<file path="src/ebw_pkg.sv">
// Package with constants, register map and types of the external bus wait and request block.
package ebw_pkg;
    localparam logic [11:0] EBW_CTRL_OFS = 12'h000;
    localparam logic [11:0] EBW_MODE_OFS = 12'h004;
    localparam logic [11:0] EBW_CMD_OFS = 12'h008;
    localparam logic [11:0] EBW_STAT_OFS = 12'h00C;
    localparam int EBW_WAIT_LSB = 0;
    localparam int EBW_WAIT_W = 5;
    localparam int EBW_HOLE_BIT = 8;
    localparam int EBW_DRAM_BIT = 9;
    localparam int EBW_SYNC_BIT = 0;
    localparam int EBW_CMD_START = 0;
    localparam int EBW_CMD_WRITE = 1;
    localparam int EBW_CMD_INTERNAL = 2;
    localparam logic [EBW_WAIT_W-1:0] EBW_WAIT_RST = 5'h01;
    localparam logic EBW_SYNC_RST = 1'b1;
    localparam int EBW_ACK_LAT_NS = 8;
    localparam int EBW_CLK_NS = 8;
    localparam int EBW_ACK_LAT_CYC = (EBW_ACK_LAT_NS + EBW_CLK_NS - 1) / EBW_CLK_NS;

    typedef enum logic [4:0] {
        EBW_SLAVE = 5'h01,
        EBW_WAIT_GRANT = 5'h02,
        EBW_WAIT_IDLE = 5'h04,
        EBW_MASTER = 5'h08,
        EBW_CYCLE = 5'h10
    } ebw_arb_e;

    typedef struct packed {
        logic wr_n_o;
        logic wr_n_oe;
        logic bb_n_o;
        logic bb_n_oe;
        logic br_n;
    } ebw_pins_s;
endpackage : ebw_pkg

</file>
<file path="src/ebw_sync3.sv">
// Three-flop input synchroniser with agreement filter.
`timescale 1ns/100ps
`default_nettype none
module ebw_sync3 (
    // Clock and reset.
    input wire logic pclk,
    input wire logic presetn,
    // Pin level and its settled copy.
    input wire logic din,
    output logic dout
);
    logic s1_r, s2_r, s3_r, dout_r, dout_nxt;
    always_comb begin
        dout_nxt = dout_r;
        if (s2_r == s3_r) begin
            dout_nxt = s3_r;
        end
    end
    always_ff @(posedge pclk or negedge presetn) begin
        if (!presetn) begin
            s1_r <= 1'b1;
            s2_r <= 1'b1;
            s3_r <= 1'b1;
            dout_r <= 1'b1;
        end else begin
            s1_r <= din;
            s2_r <= s1_r;
            s3_r <= s2_r;
            dout_r <= dout_nxt;
        end
    end
    assign dout = dout_r;
endmodule : ebw_sync3
`default_nettype wire

</file>
<file path="src/ebw_regs.sv">
// APB register file of the external bus wait and request block.
`timescale 1ns/100ps
`default_nettype none
module ebw_regs
    import ebw_pkg::*;
(
    // APB.
    input wire logic pclk,
    input wire logic presetn,
    input wire logic psel,
    input wire logic penable,
    input wire logic pwrite,
    input wire logic [11:0] paddr,
    input wire logic [31:0] pwdata,
    output logic [31:0] prdata,
    output logic pready,
    output logic pslverr,
    // Settings and status.
    output logic [EBW_WAIT_W-1:0] min_wait,
    output logic hole,
    output logic dram_acc,
    output logic ack_sync,
    output logic start_pulse,
    output logic start_write,
    output logic start_internal,
    input wire logic [7:0] status
);
    logic [EBW_WAIT_W-1:0] wait_r, wait_nxt;
    logic hole_r, hole_nxt, dram_r, dram_nxt, sync_r, sync_nxt;
    logic [31:0] rd_r, rd_nxt;
    logic err_r, err_nxt, st_r, st_nxt, stw_r, stw_nxt, sti_r, sti_nxt;
    logic acc, wr_en;
    assign acc = psel && !penable;
    assign wr_en = psel && penable && pwrite;
    always_comb begin
        wait_nxt = wait_r;
        hole_nxt = hole_r;
        dram_nxt = dram_r;
        sync_nxt = sync_r;
        rd_nxt = 32'h00000000;
        err_nxt = 1'b0;
        st_nxt = 1'b0;
        stw_nxt = stw_r;
        sti_nxt = sti_r;
        if (psel) begin
            unique case (paddr)
                EBW_CTRL_OFS: begin
                    if (wr_en) begin
                        wait_nxt = pwdata[EBW_WAIT_LSB +: EBW_WAIT_W];
                        hole_nxt = pwdata[EBW_HOLE_BIT];
                        dram_nxt = pwdata[EBW_DRAM_BIT];
                    end
                    rd_nxt[EBW_WAIT_LSB +: EBW_WAIT_W] = wait_r;
                    rd_nxt[EBW_HOLE_BIT] = hole_r;
                    rd_nxt[EBW_DRAM_BIT] = dram_r;
                end
                EBW_MODE_OFS: begin
                    if (wr_en) begin
                        sync_nxt = pwdata[EBW_SYNC_BIT];
                    end
                    rd_nxt[EBW_SYNC_BIT] = sync_r;
                end
                EBW_CMD_OFS: begin
                    if (wr_en) begin
                        st_nxt = pwdata[EBW_CMD_START];
                        stw_nxt = pwdata[EBW_CMD_WRITE];
                        sti_nxt = pwdata[EBW_CMD_INTERNAL];
                    end
                end
                EBW_STAT_OFS: begin
                    rd_nxt[7:0] = status;
                end
                default: begin
                    err_nxt = 1'b1;
                end
            endcase
        end
    end
    always_ff @(posedge pclk or negedge presetn) begin
        if (!presetn) begin
            wait_r <= EBW_WAIT_RST;
            hole_r <= 1'b0;
            dram_r <= 1'b0;
            sync_r <= EBW_SYNC_RST;
            rd_r <= 32'h00000000;
            err_r <= 1'b0;
            st_r <= 1'b0;
            stw_r <= 1'b0;
            sti_r <= 1'b0;
        end else begin
            wait_r <= wait_nxt;
            hole_r <= hole_nxt;
            dram_r <= dram_nxt;
            sync_r <= sync_nxt;
            if (acc) begin
                rd_r <= rd_nxt;
                err_r <= err_nxt;
            end
            st_r <= st_nxt;
            stw_r <= stw_nxt;
            sti_r <= sti_nxt;
        end
    end
    // Writes land at the access edge; read data is captured at setup, so no wait state is needed.
    assign pready = 1'b1;
    assign prdata = rd_r;
    assign pslverr = psel && penable && err_r;
    assign min_wait = wait_r;
    assign hole = hole_r;
    assign dram_acc = dram_r;
    assign ack_sync = sync_r;
    assign start_pulse = st_r;
    assign start_write = stw_r;
    assign start_internal = sti_r;
endmodule : ebw_regs
`default_nettype wire

</file>
<file path="src/ebw_top.sv">
// Top level of the external bus wait, write strobe and bus request block.
// Notes on behaviour
// - Write strobe driven low during an external write while bus master.
// - Write strobe released when not bus master and during reset.
// - Acknowledge ignored when not master, no cycle active, or in reset.
// - With a non-zero minimum wait and dram_acc clear, external cycle stays open while acknowledge stays deasserted.
// - Synchronous acknowledge ends the cycle one clock later.
// - With a non-zero minimum and dram_acc clear, wait count is the longer of acknowledge count and programmed minimum.
// - Acknowledge-sync select bit picks synchronous or asynchronous acknowledge.
// - Bus request is always driven, never released.
// - Bus request asserted while the bus is needed or the request-hole bit is set, released when neither.
// - Bus request may change whether master or slave.
// - Parking: request may drop while the device keeps mastership.
// - Request-hole bit forces bus request asserted without need.
// - Only external bus demands and the request-hole bit raise bus request.
// - Reset holds bus request high and arbitration in slave state.
// - After grant, wait for bus busy release before taking the bus.
//
// Chosen here: the address map and the APB register port.
`timescale 1ns/100ps
`default_nettype none
module ebw_top
    import ebw_pkg::*;
(
    // APB.
    input wire logic pclk,
    input wire logic presetn,
    input wire logic psel,
    input wire logic penable,
    input wire logic pwrite,
    input wire logic [11:0] paddr,
    input wire logic [31:0] pwdata,
    output logic [31:0] prdata,
    output logic pready,
    output logic pslverr,
    // External bus pins.
    input wire logic transfer_ack_n,
    input wire logic bus_grant_n,
    input wire logic bus_busy_n_i,
    output ebw_pins_s pins,
    // Cycle status.
    output logic cycle_done
);
    logic [EBW_WAIT_W-1:0] min_wait;
    logic hole, dram_acc, ack_sync, start_pulse, start_write, start_internal;
    logic ack_async, gnt_n, bb_n;
    logic [7:0] status;

    ebw_regs u_regs (
        .pclk(pclk),
        .presetn(presetn),
        .psel(psel),
        .penable(penable),
        .pwrite(pwrite),
        .paddr(paddr),
        .pwdata(pwdata),
        .prdata(prdata),
        .pready(pready),
        .pslverr(pslverr),
        .min_wait(min_wait),
        .hole(hole),
        .dram_acc(dram_acc),
        .ack_sync(ack_sync),
        .start_pulse(start_pulse),
        .start_write(start_write),
        .start_internal(start_internal),
        .status(status)
    );

    // Grant and busy are synchronous to the core clock, so no synchroniser.
    assign gnt_n = bus_grant_n;
    assign bb_n = bus_busy_n_i;

    ebw_sync3 u_ack_sync (
        .pclk(pclk),
        .presetn(presetn),
        .din(transfer_ack_n),
        .dout(ack_async)
    );

    ebw_arb_e st_r, st_nxt;
    logic pend_r, pend_nxt, pwr_r, pwr_nxt, cwr_r, cwr_nxt, done_r, done_nxt;
    logic [EBW_WAIT_W-1:0] wcnt_r, wcnt_nxt;
    logic br_r, br_nxt, ack_n, need, master;

    // The asynchronous path costs four cycles of latency per acknowledge.
    assign ack_n = ack_sync ? transfer_ack_n : ack_async;
    assign need = pend_r;
    assign master = (st_r == EBW_MASTER) || (st_r == EBW_CYCLE);

    always_comb begin
        st_nxt = st_r;
        pend_nxt = pend_r;
        pwr_nxt = pwr_r;
        cwr_nxt = cwr_r;
        wcnt_nxt = wcnt_r;
        done_nxt = 1'b0;
        if (start_pulse && !start_internal && !pend_r) begin
            pend_nxt = 1'b1;
            pwr_nxt = start_write;
        end
        unique case (st_r)
            EBW_SLAVE: begin
                if (pend_r) begin
                    st_nxt = EBW_WAIT_GRANT;
                end
            end
            EBW_WAIT_GRANT: begin
                if (!gnt_n) begin
                    st_nxt = EBW_WAIT_IDLE;
                end
            end
            EBW_WAIT_IDLE: begin
                if (gnt_n) begin
                    st_nxt = EBW_WAIT_GRANT;
                end else if (bb_n) begin
                    st_nxt = EBW_MASTER;
                end
            end
            EBW_MASTER: begin
                if (gnt_n) begin
                    st_nxt = EBW_SLAVE;
                end else if (pend_r) begin
                    st_nxt = EBW_CYCLE;
                    pend_nxt = 1'b0;
                    cwr_nxt = pwr_r;
                    wcnt_nxt = '0;
                end
            end
            EBW_CYCLE: begin
                if (wcnt_r != {EBW_WAIT_W{1'b1}}) begin
                    wcnt_nxt = wcnt_r + 1'b1;
                end
                // Wait states below the minimum are always taken; past it the
                // acknowledge decides unless dram_acc is set, and a zero minimum cannot be stretched.
                if (wcnt_r >= min_wait && (min_wait == '0 || dram_acc || !ack_n)) begin
                    st_nxt = EBW_MASTER;
                    done_nxt = 1'b1;
                    cwr_nxt = 1'b0;
                end
            end
            default: begin
                st_nxt = EBW_SLAVE;
            end
        endcase
    end

    // Parking: request follows need and the hole bit only, so mastership can outlive it.
    always_comb begin
        br_nxt = !(need || hole);
    end

    always_ff @(posedge pclk or negedge presetn) begin
        if (!presetn) begin
            st_r <= EBW_SLAVE;
            pend_r <= 1'b0;
            pwr_r <= 1'b0;
            cwr_r <= 1'b0;
            wcnt_r <= '0;
            done_r <= 1'b0;
            br_r <= 1'b1;
        end else begin
            st_r <= st_nxt;
            pend_r <= pend_nxt;
            pwr_r <= pwr_nxt;
            cwr_r <= cwr_nxt;
            wcnt_r <= wcnt_nxt;
            done_r <= done_nxt;
            br_r <= br_nxt;
        end
    end

    assign pins.br_n = br_r;
    assign pins.wr_n_o = !((st_r == EBW_CYCLE) && cwr_r);
    assign pins.wr_n_oe = master;
    assign pins.bb_n_o = 1'b0;
    assign pins.bb_n_oe = master;
    assign cycle_done = done_r;
    assign status = {2'b00, pend_r, st_r};
endmodule : ebw_top
`default_nettype wire

</file>
<file path="config.mk">
export PLATFORM = sky130hd
export DESIGN_NAME = ebw_top
export DESIGN_NICKNAME = d
export VERILOG_FILES = /design/src/ebw_pkg.sv /design/src/ebw_sync3.sv /design/src/ebw_regs.sv /design/src/ebw_top.sv
export SDC_FILE = /design/constraint.sdc
export NUM_CORES = 1
export LEC_CHECK = 0
export BUFFER_PORTS_ARGS = -buffer_cell sky130_fd_sc_hd__buf_2
export CORE_ASPECT_RATIO = 1.75
export CORE_MARGIN = 2
export CORE_UTILIZATION = 44
export CTS_BUF_LIST = sky130_fd_sc_hd__clkbuf_8 sky130_fd_sc_hd__clkbuf_16
export DETAILED_ROUTE_END_ITERATION = 10
export PLACE_DENSITY = 0.76
export SETUP_SLACK_MARGIN = 0.02
export SYNTH_ARGS = -nofsm -noshare
export SYNTH_HDL_FRONTEND = slang
export SYNTH_HIERARCHICAL = 1
export SYNTH_SLANG_ARGS = --single-unit
</file>
<file path="constraint.sdc">
create_clock -name pclk -period 1.75 [get_ports pclk]
set_clock_uncertainty 0.2 [all_clocks]
set_input_delay 0.175 -clock pclk [delete_from_list [all_inputs] [get_ports pclk]]
set_output_delay 0.175 -clock pclk [all_outputs]
set_load 0.005 [all_outputs]
</file>
Word-level counts from Yosys, hierarchy flattened

Cells that the tools add are included.

Word-level logic and storage cells: 101
Output and inout bits: 40
Input port bits: 52
Flip-flop bits (word level): 41

Equal/unequal tests: 18
Reduce and logical (&&, ||, !) cells: 28
Magnitude comparators: 1
Add/sub/neg operators: 1
Mux-type cells: 33

Operator list:

| cell                                                             | count |
|---|---|
| 5-bit 2-to-1 mux                                                 | 10 |
| 5-bit case mux with 5 select lines                               | 1 |
| 12-bit by 4-bit == test with 1-bit output, second input constant | 2 |
| 1-bit 2-to-1 mux                                                 | 16 |
| 12-bit by 3-bit == test with 1-bit output, second input constant | 1 |
| 12-bit logical NOT                                               | 1 |
| 10-bit 2-to-1 mux                                                | 1 |
| 5-bit case mux with 2 select lines                               | 1 |
| 3-bit AND reduction                                              | 3 |
| 1-bit logical AND                                                | 8 |
| 2-bit != test, second input constant                             | 4 |
| 4-bit case mux with 2 select lines                               | 1 |
| 4-bit AND reduction                                              | 2 |
| 1-bit logical NOT                                                | 6 |
| 3-bit != test, second input constant                             | 2 |
| 5-bit by 1-bit adder with 5-bit output, second input constant    | 1 |
| 5-bit by 1-bit == test with 1-bit output, second input constant  | 1 |
| 5-bit by 2-bit == test with 1-bit output, second input constant  | 1 |
| 5-bit by 3-bit == test with 1-bit output, second input constant  | 1 |
| 5-bit by 4-bit == test with 1-bit output, second input constant  | 1 |
| 5-bit == test, second input constant                             | 1 |
| 5-bit greater-or-equal comparator                                | 1 |
| 5-bit logical NOT                                                | 1 |
| 5-bit != test, second input constant                             | 1 |
| other kinds (9)                                                  | 13 |

Longest topological paths before layout

Gate-level depths: netlist of run 1.

Depth after elaboration: 7
Mapped depth: 8
Gate-level depth less buffers: 7

Modules after synthesis

The synthesis of run 1 kept the hierarchy.

Modules (own cells, without submodules):

| module    | cells each | area an instance (um2) | times used | sequential area each (um2) |
|---|---|---|---|---|
| ebw_regs  | 115        | 1209.9                 | 1          | 553.0 |
| ebw_top   | 107        | 1021.0                 | 1          | 377.9 |
| ebw_sync3 | 5          | 116.4                  | 1          | 105.1 |

Worst setup path after synthesis of run 1

OpenSTA, ideal clock, no wires.

Path kind: input to register
Start: input paddr[9]
End: register u_regs.dram_r (netlist: u_regs/dram_acc)
Stages on the path: 4
Buffers on the path: 1
Data arrival time: 1654 ps
Data required time: 1425 ps
Path slack: -229 ps
Library setup time: 125 ps
Cells stage by stage: or4_1 -> buf_2 -> nor4_4 -> mux2_2

Cells in the longest elaborated chain, start to end: 2

RTL lines:

| element                       | RTL line       | source |
|---|---|---|
| from (decl)                   | ebw_top.sv:31  | `input wire logic [11:0] paddr,` |
| 12-bit logical NOT            | ebw_regs.sv:46 | `unique case (paddr)` |
| 3-bit AND reduction (no line) | n/a            |  |
| to (signal assigned)          | ebw_regs.sv:93 | `dram_r <= dram_nxt;` |
| to (decl)                     | ebw_regs.sv:29 | `logic hole_r, hole_nxt, dram_r, dram_nxt, sync_r, sync_nxt;` |

No other way between the ends.
A chain may end at the register's enable or synchronous reset.

Worst setup path in the final report of run 1

Start: register wcnt_r[0]
End: register wcnt_r[3]

Cells in the longest elaborated chain, start to end: 3
Elaborated cells on any way between the ends: 6
Those cells by class: add/sub: 1; eq/ne: 2; mux: 2; reduce/logical: 1

RTL lines:

| element                                                                      | RTL line                       | source |
|---|---|---|
| from (decl)                                                                  | ebw_top.sv:83                  | `logic [EBW_WAIT_W-1:0] wcnt_r, wcnt_nxt;` |
| from (signal assigned)                                                       | ebw_top.sv:167                 | `wcnt_r <= wcnt_nxt;` |
| 5-bit by 1-bit adder with 5-bit output or 5-bit != test (tied branches)      | ebw_top.sv:132, ebw_top.sv:131 |  |
| 5-bit 2-to-1 mux or 2-bit by 1-bit != test with 1-bit output (tied branches) | n/a                            |  |
| 5-bit case mux with 2 select lines or 4-bit AND reduction (tied branches)    | n/a                            |  |

Several ways; a longest one is shown, not always the timed one. The select of a mux whose other input is x is not followed.

==> reports/qor.yml, run 1 <==
outcome: "finished, violations left"
violations: "setup timing"
synth_cell_type_count: 45
p_sw_uw: 923
vias: 1886
rows: 35
io_buffers: 42
cp.required_ns: 1.74
yosysTopAreaCell: "dfrtp_1"
r2r_cells: 7
clkLatencyLatePin_ns: 0.29
postSynth.asyncResetShare_pct: 100
yosysWarnings: 6
fin_nets: 365
finalPower_mw: 2.95
grt_pass1_vias: 1927
hold_viol: 0
syn_inst: 227
clockRootBuffer: "clkbuf_8"
htreeDepth: 2
p_sw_share_pct: 31.3
dieArea_um2: 5960
maxCapViolations: 0
fin_ws_ns: -0.136
cp_cell_sequence: "ha_2 -> and3_4 -> ha_4 -> and4b_2 -> nand4_1 -> xor2_1 -> nor2_1"
finalSetupViolCount: 10
cts_tree: "done"
min_period_over_period_pct: 108
crit_arrival_ns: 1.87
critical_path.top_delay_family: "simple AND/OR/NAND/NOR gates"
n_antenna_cell: 0
crit_slowest_cell: "dfrtp_1"
grt_overflow: 0
core_area_um2: 5210
yosysMostFrequentCell: "dfrtp_1"
drt_pre_antenna_iters: 4
numCtsBuffers: 5
internal_power_mw: 2.03
die_h_um: 101
pwr_density_cell_nw_per_um2: 957
avgViaCountPerCell: 5.21
start_util_pct: 45.0
synth_top_cell_area_share_pct: 35.2
syn_area_um2: 2350
slew_violations: 0
cp-start-kind: "flop"
vdd_drop_max_mv: 0.671
drt-initial-drc-count: 44
syn2layout_area_growth_pct: 31.3
synth_common_cells: "dfrtp_1, buf_4, inv_1"
grt_use_total_pct: 19.5
end_kind: "flop"
p_leak_nw: 1.50
synth-main-ff-cell: "dfrtp_1"
synth_edf_count: 0
critical_path_class: "flop to flop"
die_w_um: 59.2
combPwrFrac_pct: 32.4
clk_pin_slew_worst_paths_ns: 0.08
avgSynthCellArea_um2: 10.3
ys_seq_area_share_pct: 44.1
rsz0062_at_grt: "yes"
clock_sinks: 41
io_pins: 92
drc: 0
routedWlPerCell_um: 14.6
hold_depth: 3
grt_pass1_wl_um: 8800
drive_gt1_share_pct: 45.0
seqPwrFrac_pct: 41.1
synth_area_leaders: "dfrtp_1, dfstp_2, buf_4, mux2_2, ha_1"
p_clk_share_pct: 26.5
ant_nets: 0
min_path_type: "input pin to flop"
fin_crit_ns: 1.89
globalplace.congestion: 0.796
post-place-ws_ns: -0.362
dp_hpwl_um: 3790
synth-seq-cells: 41
cp_num_cells: 7
wirelength_um: 5270
cts_buffer_depth: 2
critPathBufInv: 0
fin_util_pct: 59.1
antenna_found_initial: 0
worst-path-max-fanout: 4
max_stage_delay_ns: 0.42
max_freq_mhz: 530
grt_max_degree: 24
## timing repair
item | 4_1_cts | 5_1_grt
gates resized for setup | 10 | 14
pin swaps | 3 | 8
buffers inserted | 4 | 1
setup endpoints to repair | 21 | 15
hold endpoints to repair | 34 | 0
hold buffers | 10 | 0
## worst reg2reg max path: stages, from the launching register on
cell and delay, ns:
dfrtp_1 0.42, ha_2 0.19, and3_4 0.16, ha_4 0.14, and4b_2 0.33, nand4_1 0.12
xor2_1 0.16, nor2_1 0.06
## power by group through the flow
stage	sequential [mW]	combinational (mW)	clock [mW]
2_1_floorplan	1.16	0.582	0
3_3_place_gp	1.22	0.687	0
3_5_place_dp	1.22	0.708	0
4_1_cts	1.20	0.854	0.805
5_1_grt	1.22	1.06	0.856
6_report	1.21	0.955	0.782
## stage by stage
step	hold slack, ns	std cells	area, um^2	TNS (ns)
2_1_floorplan	-0.321	250	2490	-2.71
3_3_place_gp	-0.0451	339	2710	-5.84
3_5_place_dp	-0.0282	339	2710	-6.34
4_1_cts	0.00878	361	3010	-0.956
5_1_grt	0.0557	362	3080	-1.60
6_report	0.0247	362	3080	-0.820
## registers in the layout (all words and copies together), names as in the netlist
register and cells:
u_regs/prdata 10, st_r 5, u_regs/min_wait 5, wcnt_r 5, br_r 1, cwr_r 1, cycle_done 1, need 1
pwr_r 1, u_ack_sync/dout 1, u_ack_sync/s1_r 1, u_ack_sync/s2_r 1, u_ack_sync/s3_r 1, u_regs/ack_sync 1, u_regs/dram_acc 1, u_regs/err_r 1
u_regs/hole 1, u_regs/start_internal 1, u_regs/start_pulse 1, u_regs/start_write 1
## logic make-up after synthesis
logic type | share of synthesized area, %
and+or+nand+nor | 19.1
buffers and inverters | 14.1
adders and majority gates | 4.21
muxes | 6.77
DFF | 44.1
AOI/OAI and AO/OA | 9.70
other | 0.480
xor gates and xnor gates | 1.49
## metal layers
| metal | vias to the layer above | global-route usage [%] | part of all wire [%] |
|---|---|---|---|
| met3 | 14 | 4.49 | 3.8 |
| li1 | 902 | - | - |
| met1 | 908 | 21.2 | 39 |
| met2 | 62 | 34.2 | 54 |
| met4 | 0 | 9.27 | 2.9 |
| met5 | - | 0 | 0 |
## placed cells by master (no fill, tap or decap), types with 4 or more instances in the layout
cell           count
nor2_1            10
buf_2             42
nor4_1             4
dfrtp_1           32
inv_1             18
dlygate4sd3_1     10
o21ai_1            4
a21oi_1            4
a22o_1             4
buf_4             31
conb_1            26
clkbuf_8           6
nand3_1            5
nand2_1           11
mux2_2             9
xor2_1             4
o21ai_0            5
o221ai_1           5
dfstp_2            8
## final timing paths
kind                                 start                 end  slack [ns]
setup / recovery                 wcnt_r[0]           wcnt_r[3]       -0.14
hold / removal                 bus_grant_n             st_r[1]        0.02
setup reg to reg                 wcnt_r[0]           wcnt_r[3]       -0.14
hold reg to reg            u_ack_sync/s1_r     u_ack_sync/s2_r        0.16
max in group asynchronous          presetn             st_r[0]        0.57
min in group asynchronous          presetn  u_regs/start_write        0.17
## layout make-up
cell class | instances | area [um^2]
clock buffer | 6 | 82.6
clock inverter | 2 | 33.8
fill | 423 | 2130
inverter | 18 | 70.1
multi-input combinational | 154 | 1200
sequential | 41 | 1040
tap | 55 | 68.8
timing repair buffer | 86 | 586
Power figures use the tool's default switching activity.
==> run 2: changes to the inputs <==
CORE_MARGIN = 1.5   (was 2)
==> run 2 against run 1 <==
Effect of this change:
- the flow finishes with violations (DRC, setup timing)
- maximum frequency down 1.5%
- utilization fell by 0.50 points
- register-to-register slack worse by 0.03 ns
- sequential power is essentially flat
- clock power fell by 22%
- die area shrank 2.7%
- worst setup slack worse by 0.029 ns
- design area decreased by 0.85%
- critical endpoint is now wcnt_r[0]
==> reports/qor.yml, run 2 (synthesis gave the netlist of run 1 again) <==
cp.required_ns: 1.73  # was 1.74 ns
final_common_cell: "buf_2"  # unchanged
max_freq_mhz: 522  # was 530 MHz
grt_overflow: 0  # unchanged
slew_violations: 0  # unchanged
start_util_pct: 45.0  # unchanged
clkLatencyLatePin_ns: 0.29  # about the same
final.fill_count: 433  # was 423
clk_pin_slew_worst_paths_ns: 0.08  # about the same
ant_nets: 0  # unchanged
internal_power_mw: 1.82  # was 2.03 mW
outcome: "finished, violations left"  # unchanged
rows: 35  # unchanged
combPwrFrac_pct: 33.5  # was 32.4%
maxCapViolations: 0  # unchanged
rsz0062_at_grt: "yes"  # unchanged
cp-start-kind: "flop"  # unchanged
dieArea_um2: 5800  # was 5960 um^2
wl_met1_um: 1930  # was 2070 um
setup_tns_ns: -1.02  # was -0.820 ns
placed_cells: 341  # was 339
drt-initial-drc-count: 41  # was 44
clock_sinks: 41  # unchanged
top_layer_used: "met4"  # unchanged
drive_gt1_share_pct: 44.7  # was 45.0%
numCtsBuffers: 5  # unchanged
grt_pass1_vias: 1960  # was 1,927
crit_arrival_ns: 1.90  # was 1.87 ns
syn2layout_area_growth_pct: 30.2  # was 31.3%
wl_met2_um: 2960  # was 2850 um
n_antenna_cell: 0  # unchanged
p_leak_nw: 1.50  # about the same
grt_max_degree: 23  # was 24
p_sw_share_pct: 33.2  # was 31.3%
p_sw_uw: 905  # was 923 uW
worst-path-max-fanout: 5  # was 4
fin_crit_ns: 1.91  # was 1.89 ns
violations: "DRC, setup timing"  # was setup timing
drt_pre_antenna_iters: 9  # was 4
avgViaCountPerCell: 5.14  # was 5.21
pwr_density_cell_nw_per_um2: 892  # was 957 nW/um^2
min_period_over_period_pct: 109  # was 108%
htreeDepth: 2  # unchanged
cts_tree: "done"  # unchanged
finalPower_mw: 2.73  # was 2.95 mW
end_kind: "flop"  # unchanged
seqPwrFrac_pct: 44.2  # was 41.1%
finalSetupViolCount: 11  # was 10
vias: 1890  # was 1,886
die_w_um: 58.2  # was 59.2 um
finalNonFillerCells: 368  # was 362
io_pins: 92  # unchanged
largest_reg_flops: 10  # unchanged
grt_use_total_pct: 19.2  # was 19.5%
dp_hpwl_um: 3840  # was 3790 um
routedWlPerCell_um: 14.0  # was 14.6 um
die_h_um: 99.6  # was 101 um
vdd_drop_max_mv: 0.545  # was 0.671 mV
dr_wl_met3_um: 172  # was 199 um
core_area_um2: 5210  # unchanged
min_path_type: "input pin to flop"  # unchanged
drc: 6  # was 0
io_buffers: 42  # unchanged
hold_viol: 0  # unchanged
fin_ws_ns: -0.165  # was -0.136 ns
antenna_found_initial: 0  # unchanged
mostFrequentLayoutCells: "buf_2, buf_4, dfrtp_1"  # was buf_2, dfrtp_1, buf_4
wirelength_um: 5160  # was 5270 um
p_clk_share_pct: 22.3  # was 26.5%
grt_pass1_wl_um: 8620  # was 8800 um
clockRootBuffer: "clkbuf_8"  # unchanged
critical_path_class: "flop to flop"  # unchanged
globalplace.congestion: 0.807  # was 0.796
fin_nets: 371  # was 365
cts_buffer_depth: 2  # unchanged
[run 2: power groups by stage]
stage	Clock (mW)	Combinational, mW	Sequential, mW
final	0.608	0.914	1.20
after global routing	0.674	1.01	1.22
after CTS	0.634	0.850	1.20
after detailed placement	0	0.735	1.22
after global placement	0	0.708	1.21
after floorplan	0	0.582	1.16
[run 2: layer usage]
layer  vias to the layer above  global-route usage [%]
met2                        51                    36.1
met3                        11                    3.38
met1                       913                    20.4
met5                         -                       0
met4                         0                    7.69
li1                        915                       -
[run 2: final timing paths]
path | startpoint | to | slack (ns) | cells past startpoint
max | wcnt_r[0] | wcnt_r[0] | -0.16 | 6
min | bus_grant_n | st_r[1] | 0.02 | 3
max reg2reg | wcnt_r[0] | wcnt_r[0] | -0.16 | 6
min reg2reg | u_ack_sync/s1_r | u_ack_sync/s2_r | 0.16 | 0
max in group asynchronous | presetn | st_r[0] | 0.60 | 3
min in group asynchronous | presetn | u_regs/prdata[6] | 0.16 | 2
[run 2: critical path, stage by stage (launching register included)]
cell	delay (ns)
dfrtp_1	0.41
ha_2	0.21
and3_4	0.16
ha_4	0.14
and4b_2	0.35
nor2_2	0.07
mux2_4	0.26
[run 2: repair_timing]
action | in CTS | in global routing
endpoints found under the setup margin | 20 | 15
gates resized for setup | 13 | 9
hold buffers | 10 | 0
setup buffers | 5 | 4
pin swaps | 8 | 3
hold endpoints to repair | 33 | 0
[run 2: per-stage QoR]
stage	area (um^2)	worst slack [ns]	hold WS (ns)	util, %
6_report	3060	-0.165	0.0204	58.6
5_1_grt	3060	-0.236	0.0101	58.6
4_1_cts	3010	-0.143	0.0318	57.7
3_5_place_dp	2720	-0.407	-0.0458	52.2
3_3_place_gp	2720	-0.330	-0.0488	52.2
2_1_floorplan	2490	-0.206	-0.321	-
[run 2: cell type report]
class / instances / area (um^2) / share of cell area, %
clock buffers: 5 / 68.8 / 2.25
clock inverters: 3 / 18.8 / 0.614
inverters: 18 / 67.6 / 2.21
multi-input cells: 154 / 1160 / 37.8
flip-flops and latches: 41 / 1040 / 33.9
well taps: 55 / 68.8 / 2.25
repair buffers: 92 / 638 / 20.9
